==> src/verilog/thermal_filter_pkg.sv <==
package thermal_filter_pkg;

    // ==========================================================
    // register offsets
    localparam logic [15:0] RELATIVE_TEMPERATURE_OFS   = 16'h1048;
    localparam logic [15:0] INTEGRATOR_CONTROL_OFS     = 16'h104B;
    localparam logic [15:0] MOVING_AVERAGE_CONTROL_OFS = 16'h104C;
    localparam logic [15:0] MOVING_AVERAGE_VALUE_OFS   = 16'h104D;

    // ==========================================================
    // reset values
    localparam logic [7:0] RELATIVE_TEMPERATURE_RST = 8'h00;
    localparam logic [7:0] CONTROL_RST              = 8'h00;
    localparam logic [7:0] FILTER_OUT_RST           = 8'h00;

    // ==========================================================
    // control field positions
    localparam int CFG_LOCK_BIT     = 7;
    localparam int SAMPLES_DONE_BIT = 6;
    localparam int INT_TEST_BIT     = 5;
    localparam int AVG_TEST_BIT     = 4;
    localparam int INTERVAL_LSB     = 0;
    localparam int INTERVAL_W       = 3;

    // ==========================================================
    // filter shift figures
    localparam int          FRAC_W      = 27;
    localparam int          ACC_W       = 8 + FRAC_W;
    localparam int          CNT_W       = 28;
    localparam logic [4:0]  INT_TEST_P  = 5'h07;
    localparam logic [4:0]  AVG_TEST_P  = 5'h1B;
    localparam logic [4:0]  INT_P_BASE  = 5'h04;
    localparam logic [4:0]  INT_P_MAX   = 5'h0E;
    localparam logic [4:0]  AVG_P_MAX   = 5'h06;
    localparam logic [2:0]  INT_CODE_MAX = 3'h5;
    localparam logic [2:0]  AVG_CODE_MAX = 3'h3;
    localparam logic signed [8:0] REL_MAX = 9'sh07F;
    localparam logic signed [8:0] REL_MIN = -9'sh080;

    // ==========================================================
    // register port request
    typedef struct packed {
        logic        wr;
        logic        rd;
        logic [15:0] addr;
        logic [7:0]  wdata;
    } reg_req_s;

endpackage : thermal_filter_pkg

==> src/verilog/thermal_reading_filters.sv <==
`timescale 1ns/1ps
module thermal_reading_filters (
    // clock and reset
    input  wire logic                      i_clk,
    input  wire logic                      i_rst,
    // register port
    input  wire thermal_filter_pkg::reg_req_s i_reg_req,
    output logic [7:0]                     o_reg_rdata,
    output logic                           o_reg_rvalid,
    // sensor side
    input  wire logic [7:0]                i_raw_reading,
    input  wire logic                      i_sample_toggle,
    // configuration from neighbouring logic
    input  wire logic [7:0]                i_reading_offset,
    input  wire logic                      i_thermometer_mode
);

    // ==========================================================
    // sensor synchronisers
    logic [7:0] raw_s1_reg;
    logic [7:0] raw_s2_reg;
    logic       tog_s1_reg;
    logic       tog_s2_reg;
    logic       tog_s3_reg;
    logic       sample_stb;

    always_ff @(posedge i_clk or posedge i_rst) begin
        if (i_rst) begin
            raw_s1_reg <= 8'h00;
            raw_s2_reg <= 8'h00;
            tog_s1_reg <= 1'b0;
            tog_s2_reg <= 1'b0;
            tog_s3_reg <= 1'b0;
        end else begin
            raw_s1_reg <= i_raw_reading;
            raw_s2_reg <= raw_s1_reg;
            tog_s1_reg <= i_sample_toggle;
            tog_s2_reg <= tog_s1_reg;
            tog_s3_reg <= tog_s2_reg;
        end
    end

    assign sample_stb = tog_s2_reg ^ tog_s3_reg;

    // ==========================================================
    // control registers
    logic       int_lock_reg;
    logic       int_test_reg;
    logic [2:0] int_interval_reg;
    logic       avg_lock_reg;
    logic       avg_test_reg;
    logic [2:0] avg_interval_reg;
    logic       wr_int;
    logic       wr_avg;

    assign wr_int = i_reg_req.wr && (i_reg_req.addr == thermal_filter_pkg::INTEGRATOR_CONTROL_OFS);
    assign wr_avg = i_reg_req.wr
                    && (i_reg_req.addr == thermal_filter_pkg::MOVING_AVERAGE_CONTROL_OFS);

    always_ff @(posedge i_clk or posedge i_rst) begin
        if (i_rst) begin
            int_lock_reg     <= thermal_filter_pkg::CONTROL_RST[thermal_filter_pkg::CFG_LOCK_BIT];
            int_test_reg     <= thermal_filter_pkg::CONTROL_RST[thermal_filter_pkg::INT_TEST_BIT];
            int_interval_reg <= thermal_filter_pkg::CONTROL_RST[2:0];
        end else if (wr_int && !int_lock_reg) begin
            int_lock_reg     <= i_reg_req.wdata[thermal_filter_pkg::CFG_LOCK_BIT];
            int_test_reg     <= i_reg_req.wdata[thermal_filter_pkg::INT_TEST_BIT];
            int_interval_reg <= i_reg_req.wdata[thermal_filter_pkg::INTERVAL_LSB +: 3];
        end
    end

    always_ff @(posedge i_clk or posedge i_rst) begin
        if (i_rst) begin
            avg_lock_reg     <= thermal_filter_pkg::CONTROL_RST[thermal_filter_pkg::CFG_LOCK_BIT];
            avg_test_reg     <= thermal_filter_pkg::CONTROL_RST[thermal_filter_pkg::AVG_TEST_BIT];
            avg_interval_reg <= thermal_filter_pkg::CONTROL_RST[2:0];
        end else if (wr_avg && !avg_lock_reg) begin
            avg_lock_reg     <= i_reg_req.wdata[thermal_filter_pkg::CFG_LOCK_BIT];
            avg_test_reg     <= i_reg_req.wdata[thermal_filter_pkg::AVG_TEST_BIT];
            avg_interval_reg <= i_reg_req.wdata[thermal_filter_pkg::INTERVAL_LSB +: 3];
        end
    end

    // ==========================================================
    // shift selection, index 0 integrator, 1 moving average
    logic [4:0] p_sel [2];

    always_comb begin
        if (int_test_reg) begin
            p_sel[0] = thermal_filter_pkg::INT_TEST_P;
        end else if (int_interval_reg > thermal_filter_pkg::INT_CODE_MAX) begin
            p_sel[0] = thermal_filter_pkg::INT_P_MAX;
        end else begin
            p_sel[0] = thermal_filter_pkg::INT_P_BASE + {1'b0, int_interval_reg, 1'b0};
        end
        if (avg_test_reg) begin
            p_sel[1] = thermal_filter_pkg::AVG_TEST_P;
        end else if (avg_interval_reg > thermal_filter_pkg::AVG_CODE_MAX) begin
            p_sel[1] = thermal_filter_pkg::AVG_P_MAX;
        end else begin
            p_sel[1] = {1'b0, avg_interval_reg, 1'b0};
        end
    end

    // ==========================================================
    // recursive filters
    logic [thermal_filter_pkg::ACC_W-1:0] acc_reg [2];
    logic [thermal_filter_pkg::CNT_W-1:0] cnt_reg [2];
    logic [4:0]                           p_prev_reg [2];
    logic                                 restart_reg [2];
    logic                                 done_reg [2];
    logic [7:0]                           filt_out [2];

    for (genvar g = 0; g < 2; g++) begin : g_filter
        logic signed [thermal_filter_pkg::ACC_W:0] diff;
        logic signed [thermal_filter_pkg::ACC_W:0] step;
        logic [thermal_filter_pkg::CNT_W-1:0]      need;

        assign diff = $signed({1'b0, raw_s2_reg, {thermal_filter_pkg::FRAC_W{1'b0}}})
                      - $signed({1'b0, acc_reg[g]});
        assign step = diff >>> p_sel[g];
        assign need = {{(thermal_filter_pkg::CNT_W-1){1'b0}}, 1'b1} << p_sel[g];
        assign filt_out[g] = acc_reg[g][thermal_filter_pkg::ACC_W-1 -: 8];

        always_ff @(posedge i_clk or posedge i_rst) begin
            if (i_rst) begin
                acc_reg[g]     <= '0;
                cnt_reg[g]     <= '0;
                p_prev_reg[g]  <= 5'h00;
                restart_reg[g] <= 1'b1;
                done_reg[g]    <= 1'b0;
            end else begin
                p_prev_reg[g] <= p_sel[g];
                if (p_prev_reg[g] != p_sel[g]) begin
                    restart_reg[g] <= 1'b1;
                    done_reg[g]    <= 1'b0;
                    cnt_reg[g]     <= '0;
                end else if (sample_stb && restart_reg[g]) begin
                    acc_reg[g]     <= {raw_s2_reg, {thermal_filter_pkg::FRAC_W{1'b0}}};
                    cnt_reg[g]     <= {{(thermal_filter_pkg::CNT_W-1){1'b0}}, 1'b1};
                    done_reg[g]    <= (p_sel[g] == 5'h00);
                    restart_reg[g] <= 1'b0;
                end else if (sample_stb) begin
                    acc_reg[g] <= acc_reg[g] + step[thermal_filter_pkg::ACC_W-1:0];
                    if (cnt_reg[g] < need) begin
                        cnt_reg[g] <= cnt_reg[g] + 1'b1;
                    end
                    if (cnt_reg[g] + 1'b1 >= need) begin
                        done_reg[g] <= 1'b1;
                    end
                end
            end
        end
    end

    // ==========================================================
    // relative reading
    logic [7:0]        relative_reading_reg;
    logic signed [8:0] rel_diff;

    assign rel_diff = $signed({1'b0, raw_s2_reg}) - $signed({1'b0, i_reading_offset});

    always_ff @(posedge i_clk or posedge i_rst) begin
        if (i_rst) begin
            relative_reading_reg <= thermal_filter_pkg::RELATIVE_TEMPERATURE_RST;
        end else if (sample_stb && i_thermometer_mode) begin
            if (rel_diff > thermal_filter_pkg::REL_MAX) begin
                relative_reading_reg <= thermal_filter_pkg::REL_MAX[7:0];
            end else if (rel_diff < thermal_filter_pkg::REL_MIN) begin
                relative_reading_reg <= thermal_filter_pkg::REL_MIN[7:0];
            end else begin
                relative_reading_reg <= rel_diff[7:0];
            end
        end
    end

    // ==========================================================
    // register readback
    always_ff @(posedge i_clk or posedge i_rst) begin
        if (i_rst) begin
            o_reg_rdata  <= 8'h00;
            o_reg_rvalid <= 1'b0;
        end else begin
            o_reg_rvalid <= i_reg_req.rd;
            o_reg_rdata  <= 8'h00;
            if (i_reg_req.rd) begin
                unique case (i_reg_req.addr)
                    thermal_filter_pkg::RELATIVE_TEMPERATURE_OFS: begin
                        o_reg_rdata <= relative_reading_reg;
                    end
                    thermal_filter_pkg::INTEGRATOR_CONTROL_OFS: begin
                        o_reg_rdata <= {int_lock_reg, done_reg[0], int_test_reg,
                                        2'b00, int_interval_reg};
                    end
                    thermal_filter_pkg::MOVING_AVERAGE_CONTROL_OFS: begin
                        o_reg_rdata <= {avg_lock_reg, done_reg[1], 1'b0, avg_test_reg,
                                        1'b0, avg_interval_reg};
                    end
                    thermal_filter_pkg::MOVING_AVERAGE_VALUE_OFS: begin
                        o_reg_rdata <= filt_out[1];
                    end
                    default: begin
                        o_reg_rdata <= 8'h00;
                    end
                endcase
            end
        end
    end

endmodule : thermal_reading_filters

==> config.mk <==
export PLATFORM = sky130hd
export DESIGN_NAME = thermal_reading_filters
export DESIGN_NICKNAME = d
export VERILOG_FILES = /design/src/verilog/thermal_filter_pkg.sv /design/src/verilog/thermal_reading_filters.sv
export SDC_FILE = /design/constraint.sdc
export NUM_CORES = 1
export LEC_CHECK = 0
export BUFFER_PORTS_ARGS = -buffer_cell sky130_fd_sc_hd__buf_4
export CORE_MARGIN = 2
export CORE_UTILIZATION = 35
export CTS_CLUSTER_DIAMETER = 200
export DETAILED_ROUTE_END_ITERATION = 12
export PLACE_DENSITY = 0.53
export SYNTH_ARGS = -nofsm -noshare
export SYNTH_HDL_FRONTEND = slang
export SYNTH_SLANG_ARGS = --single-unit
==> constraint.sdc <==
create_clock -name i_clk -period 5.31 [get_ports i_clk]
set_input_delay 1.062 -clock i_clk [delete_from_list [all_inputs] [get_ports i_clk]]
set_output_delay 1.062 -clock i_clk [all_outputs]
set_load 0.005 [all_outputs]
==> impl_summary.txt, run 1 <==
----------------------------------------------------
[Global routing]
  Antenna violations before repair ... 0
  Maximum number of pins on one net before global-route repair ... 86
  Overall Global Routing Usage ... 0.191
  Vias in the first global route ... 11,900
  Global-route wire length before repair ... 62,400 um
  Total overflow reported by the global router ... 0

[Drt]
  Vias per cell ... 5.38
  Sum of met3 wire segment lengths after detailed routing ... 1200 um
  Count of nets left with antenna violations after detail routing ... 0
  Initial drt markers ... 701
  DRC violations left ... 0
  DR vias ... 12,300
  Final wirelength ... 37,700 um
  DRT met1 WL ... 17,700 um
  Top layer in use ... met4
  Average wire per cell in the routed design ... 16.6 um
  Routed wl met2 ... 18,200 um
  First drt pass iteration count ... 5

[Place]
  RD Place Congestion ... 0.880
  Detailed placement HPWL ... 28,200 um
  Count of port buffers added during placement ... 52
  Instance count after placement with tap cells included ... 2,237
  Post-place instance area ... 15,000 sq um

[Outcome]
  Outcome ... finished, final reports clean

[Worst hold path]
  HP Class ... reg -> reg
  Hold path cells ... 0

[Worst setup path]
  Critical path cell sequence ... inv_2 -> ha_2 -> nor3b_2 -> buf_4 -> nand4_1 -> nand3b_1 -> a21oi_2 -> buf_4 -> and4b_1 -> nor3_2 -> a21oi_2 -> ha_1 -> a211oi_2 -> nor2_1 -> o41a_1 -> or3_4 -> a21oi_4 -> o41ai_1 -> buf_4 -> o31a_1 -> a311oi_2 -> xnor2_1 -> a21oi_1
  CP bufs+invs ... 4
  Startpoint type of the worst setup path ... register
  Cell depth of the worst setup path ... 23
  Required time of the critical path ... 5.63 ns
  Slowest stage delay, CP ... 0.45 ns
  Worst setup path class ... reg -> reg
  Family with the most delay on the worst path ... compound AO/OA/AOI/OAI gates
  Slowest library cell on the worst path ... o41a_1
  Maximum fanout along the worst path ... 7
  Worst r2r path cells ... 23
  Most used cell along the critical path ... buf_4
  Data arrival time of the worst path ... 5.46 ns
  Critical Path Sink Type ... register

[Layout]
  Number of flip-flops under the largest register name ... 56
  Top library cells by usage in the layout, fill and taps aside ... ha_1, dfrtp_1, nand2_1, a21oi_1, nor2_1
  Number of nets in the layout ... 1,967
  Synthesis-to-layout area growth ... 17.3%
  Most common cell after layout, fill and taps aside ... ha_1
  Non-filler cells, final ... 2,276
  Antenna diode count ... 0
  Layout Cell Area excl Fill ... 15,800 sq um
  Filler cell count in the final layout ... 3,857
  Share of post-route cells with drive strength above 1 ... 0.128

[Timing]
  Final critical-path required period ... 5.14 ns
  Final setup violation count ... 0
  Final Hold Viols ... 0
  Headroom to the max-slew limit ... 0.400
  Final clock period utilization by the worst path ... 0.967
  Min Hold Slack ... 0.349 ns
  Actual slew at the worst max-slew pin ... 0.900 ns
  Final setup TNS ... 0 ns
  Number of pins exceeding their max-slew limit in the final report ... 0
  Max Clock Freq ... 195 MHz
  Worst-case clock skew ... 0.00885 ns

[Pwr]
  Switching Power ... 3.44 mW
  Reg power frac ... 0.210
  Combinational share of power ... 0.624
  Internal Pwr Total ... 4.21 mW
  Static leakage power ... 7.42 nW
  Max rail drop VDD ... 0.000342 V
  Overall Power ... 7.65 mW
  Sw Ratio ... 0.450
  Clock Power Share ... 0.165
  Power per standard cell area ... 484 nW/um^2

[Clock network]
  Root Driver ... clkbuf_16
  Clock sink total ... 150
  Number of H-tree branching levels ... 4
  CTS tree ... built
  Maximum clock path buffer count ... 2
  Total CTS buffers ... 17
  Clock slew at the register clock pins of the worst setup and hold paths ... 0.07 ns
  Hold_buf cts ... 0
  Worst-Skew Late Latency ... 0.46 ns

[Floorplanning]
  Io pins ... 55
  Initial Utilization ... 0.357
  Number of standard-cell rows in the floorplan ... 71
  Area of the die ... 40,100 sq um
  Core Footprint ... 37,800 sq um
  Die width ... 200 um
  Height of the die ... 200 um

[Yosys]
  Synthesized netlist cell count ... 1,594
  Seq/Total Area, Yosys ... 0.279
  Library cell occupying the most area in the post-synthesis netlist ... dfrtp_1
  Average instance area after synthesis ... 8.45 sq um
  Synth warnings ... 0
  Proportion of register bits with asynchronous set or reset after synthesis ... 1.00
  EDFF count, synth ... 0
  Top cells by area in the synthesized netlist ... dfrtp_1, ha_1, a21oi_1
  Number of distinct standard cells referenced by the synthesized netlist ... 83
  Mapped Area ... 13,500 sq um
  Area share of the leading cell type in the synthesized netlist ... 0.275
  Most used flip-flop cell after synthesis ... dfrtp_1
  Number of storage elements in the synthesis netlist ... 150

[Run]
  Total of max-cap violations ... 0

----------------------------------------------------
==> worst paths after layout <==
| kind | from | end | slack (ns) |
|---|---|---|---|
| min in group asynchronous | i_rst | cnt_reg[18] | 0.80 |
| setup reg to reg | acc_reg[0] | acc_reg[34] | 0.17 |
| setup / recovery | acc_reg[0] | acc_reg[34] | 0.17 |
| hold reg to reg | raw_s1_reg[3] | raw_s2_reg[3] | 0.35 |
| max in group asynchronous | i_rst | restart_reg[0] | 3.60 |
| hold / removal | raw_s1_reg[3] | raw_s2_reg[3] | 0.35 |
==> power by group through the flow <==
| stage | clock network, mW | registers (mW) | logic [mW] |
|---|---|---|---|
| finish | 1.26 | 1.61 | 4.77 |
| global route | 1.35 | 1.64 | 5.35 |
| CTS | 1.30 | 1.60 | 4.59 |
| detailed placement | 0 | 1.61 | 4.57 |
| global placement | 0 | 1.61 | 4.52 |
| floorplan | 0 | 1.56 | 3.37 |
==> through the flow <==
stage               setup WS [ns]   util
floorplan                   0.215      -
global placement            0.115  0.398
detailed placement         0.0790  0.398
CTS                        0.0484  0.414
global route              -0.0172  0.419
finish                      0.175  0.419
==> synthesized netlist by cell type, drive strengths merged (12+ instances only) <==
cell type and number:
dfrtp 148, buf 16, and3 20, clkbuf 49, nand3 44, o21ai 124
mux2i 12, xnor2 72, inv 47, a32o 16, nand2b 17, or3 15
a211oi 19, o21a 16, nand4 24, xor2 41, nor3 34, ha 167
a22o 17, o31ai 25, a21oi 140, a21o 48, mux2 15, nor2b 27
o211ai 13, nor2 130, nand2 149, or2 12
==> per-layer routing <==
layer | GRT usage | up-vias
li1 | - | 6121
met2 | 0.326 | 169
met1 | 0.251 | 5930
met4 | 0.0450 | 0
met3 | 0.0317 | 30
met5 | 0 | -
==> logic make-up after synthesis <==
kind of cell               after synthesis  synth area share
AOI/OAI and AO/OA                      492             0.236
xor gates and xnor gates               113            0.0734
adders and majority gates              176             0.163
muxes                                   27            0.0214
DFF                                    150             0.279
buffers and inverters                  112            0.0336
other                                    1          0.000278
and+or+nand+nor                        523             0.193
==> what timing repair did <==
item,in CTS,in global routing
setup endpoints to repair,0,11
setup buffers,0,7
resized for setup,0,33
==> final cells by class <==
cell class,count,area [sq um],share of cell area
clock buffers,19,453,0.0287
clock inverters,13,135,0.00855
inverters,47,181,0.0115
multi-input cells,1413,9710,0.614
flip-flops and latches,150,3760,0.238
well taps,511,639,0.0404
repair buffers,123,936,0.0592
Power figures use the tool's default switching activity.
==> run 2: changes to the inputs <==
CORE_UTILIZATION = 40   (was 35)
PLACE_DENSITY = 0.59   (was 0.53)
==> run 2 against run 1 <==
Routed wire length down 2.2%; count of clock-buffer cells in the layout down 1; final area down 0.84%; critical path type unchanged; global-route usage up 2.2 points; largest cell class unchanged; total power down 1.2%.
==> impl_summary.txt, run 2 (synthesized netlist as in run 1, its figures left out) <==
----------------------------------------------------
[Pwr]
  Max rail drop VDD ... 0.000446 V (+30%)
  Overall Power ... 7.56 mW (-1.2%)
  Power per standard cell area ... 482 nW/um^2 (-0.34%)
  Static leakage power ... 7.38 nW (-0.51%)

[Timing]
  Actual slew at the worst max-slew pin ... 1.06 ns (+0.160 ns)
  Min Hold Slack ... 0.339 ns (-0.00997 ns)
  Final clock period utilization by the worst path ... 0.957 (-0.0103)
  Max Clock Freq ... 197 MHz (+1.1%)
  Number of pins exceeding their max-slew limit in the final report ... 0 (unchanged)
  Final critical-path required period ... 5.08 ns (-0.0545 ns)
  Worst-case clock skew ... 0.0123 ns (+0.00341 ns)
  Final setup violation count ... 0 (unchanged)
  Headroom to the max-slew limit ... 0.293 (-0.107)
  Final Hold Viols ... 0 (unchanged)
  Worst Setup Slack, final ... 0.229 ns (+0.0545 ns)

[Floorplanning]
  Number of standard-cell rows in the floorplan ... 67 (-5.6%)
  Area of the die ... 35,200 sq um (-12%)
  Initial Utilization ... 0.404 (+0.0470)
  Height of the die ... 188 um (-6.3%)
  Io pins ... 55 (unchanged)
  Die width ... 188 um (-6.3%)
  Core Footprint ... 33,400 sq um (-12%)

[Worst setup path]
  Data arrival time of the worst path ... 5.37 ns (-0.09 ns)
  Worst setup path start ... acc_reg[1]
  Critical path cell sequence ... buf_4 -> nor4_2 -> buf_4 -> and4_2 -> a41o_1 -> a41o_1 -> nor2_1 -> xnor2_1 -> inv_1 -> o22ai_1 -> ha_1 -> a211oi_2 -> nor2_1 -> o41a_1 -> or3_4 -> a21oi_4 -> o41ai_1 -> buf_4 -> o31a_1 -> a311oi_2 -> xnor2_1 -> a21oi_1
  Slowest library cell on the worst path ... o41a_1
  Family with the most delay on the worst path ... compound AO/OA/AOI/OAI gates
  Flop-to-flop setup slack ... 0.23 ns (+0.05 ns)
  Critical register-to-register path endpoint ... acc_reg[34]
  Worst setup path class ... reg -> reg
  Last element of the critical path ... acc_reg[34]
  Slowest stage delay, CP ... 0.45 ns (about the same)
  Startpoint type of the worst setup path ... register
  Most used cell along the critical path ... buf_4
  Worst r2r path cells ... 22 (-4.3%)
  Cell depth of the worst setup path ... 22 (-4.3%)
  Required time of the critical path ... 5.60 ns (-0.03 ns)
  Worst R2R Start ... acc_reg[1]
  CP bufs+invs ... 4 (unchanged)
  Critical Path Sink Type ... register
  Maximum fanout along the worst path ... 5 (-2)

[Layout]
  Synthesis-to-layout area growth ... 16.3%
  Most common cell after layout, fill and taps aside ... ha_1
  Final Core Density ... 0.470 (+0.0511)
  Top library cells by usage in the layout, fill and taps aside ... ha_1, nand2_1, dfrtp_1, a21oi_1, nor2_1
  Antenna diode count ... 0 (unchanged)
  Share of post-route cells with drive strength above 1 ... 0.124 (-0.00375)
  Number of flip-flops under the largest register name ... 56 (unchanged)
  Number of nets in the layout ... 1,964 (-0.15%)

[Drt]
  Count of nets left with antenna violations after detail routing ... 0 (unchanged)
  Initial drt markers ... 695 (-0.86%)
  Vias per cell ... 5.57 (+3.5%)
  DRC violations left ... 0 (unchanged)
  First drt pass iteration count ... 5 (unchanged)
  Average wire per cell in the routed design ... 16.7 um (+0.74%)
  Final wirelength ... 36,800 um (-2.2%)
  DR vias ... 12,300 (+0.49%)

[Worst hold path]
  HP Class ... reg -> reg

[Clock network]
  Total CTS buffers ... 17 (unchanged)
  CTS tree ... built
  Number of H-tree branching levels ... 4 (unchanged)
  Worst-Skew Late Latency ... 0.44 ns (-0.02 ns)
  Root Driver ... clkbuf_16
  Clock slew at the register clock pins of the worst setup and hold paths ... 0.08 ns (about the same)
  Maximum clock path buffer count ... 2 (unchanged)
  Hold_buf cts ... 0 (unchanged)
  Clock sink total ... 150 (unchanged)

[Global routing]
  Overall Global Routing Usage ... 0.212 (+0.0215)
  Fraction of met3 tracks used by global routing ... 0.0294 (-0.00234)
  Global Route met2 Usage ... 0.367 (+0.0411)
  Total overflow reported by the global router ... 0 (unchanged)
  Most heavily used metal layer in global routing ... met2
  Global-route wire length before repair ... 61,200 um (-1.9%)
  Maximum number of pins on one net before global-route repair ... 151 (+76%)
  Global routing usage on met1 ... 0.277 (+0.0262)
  Antenna violations before repair ... 0 (unchanged)
  Vias in the first global route ... 12,100 (+2.0%)

[Place]
  Detailed placement HPWL ... 27,100 um (-3.9%)
  RD Place Congestion ... 0.865 (-1.8%)
  Setup Slack @ Placement ... 0.171 ns (+0.0919 ns)
  Count of port buffers added during placement ... 52 (unchanged)

[Run]
  Total of max-cap violations ... 0 (unchanged)

[Outcome]
  Outcome ... finished, final reports clean

----------------------------------------------------
[run 2: worst min path at each step]
stage                        from       endpoint  slack, ns  cells after the start
floorplan           raw_s1_reg[0]  raw_s2_reg[0]       0.33                      0
global placement    raw_s1_reg[7]  raw_s2_reg[7]       0.33                      0
detailed placement  raw_s1_reg[1]  raw_s2_reg[1]       0.33                      0
CTS                 raw_s1_reg[0]  raw_s2_reg[0]       0.34                      0
global route           tog_s1_reg     tog_s2_reg       0.36                      0
finish              raw_s1_reg[0]  raw_s2_reg[0]       0.34                      0
[run 2: power breakdown]
| group | total, mW | internal, mW | leakage (nW) | switching [mW] |
|---|---|---|---|---|
| Sequential | 1.61 | 1.36 | 1.92 | 0.246 |
| Clock | 1.23 | 0.658 | 0.274 | 0.575 |
| Combinational | 4.72 | 2.13 | 5.19 | 2.59 |
| Total | 7.56 | 4.15 | 7.38 | 3.41 |
[run 2: layout make-up]
class | instances | area, sq um
clock buffers | 18 | 429
clock inverters | 14 | 140
fillers | 3316 | 17700
inverters | 47 | 181
multi-input cells | 1413 | 9680
flip-flops and latches | 150 | 3760
well taps | 448 | 561
repair buffers | 120 | 926
[run 2: per-layer routing]
layer	wire (um)	vias to the layer above
met5	0	-
met4	725	0
li1	-	6112
met2	17900	292
met3	1570	42
met1	16700	5864
[run 2: timing repair]
| action | CTS | global route |
|---|---|---|
| buffers inserted | 0 | 6 |
| endpoints found under the setup margin | 0 | 8 |
| gates resized for setup | 0 | 26 |
[run 2: stage by stage]
stage,std cells,setup TNS (ns),instance area (sq um)
floorplan,1675,0,13800
global placement,2172,0,15000
detailed placement,2172,0,15000
CTS,2204,0,15500
global route,2210,-0.00154,15700
finish,2210,0,15700
[run 2: worst register-to-register path, delay by kind of cell, from the launching register on]
kind	cells	cell delay (ns)
compound gates	10	2.21
xor+xnor	2	0.29
fa+ha+maj	1	0.25
buf+inv	4	0.63
flops	1	0.39
simple gates	5	1.15
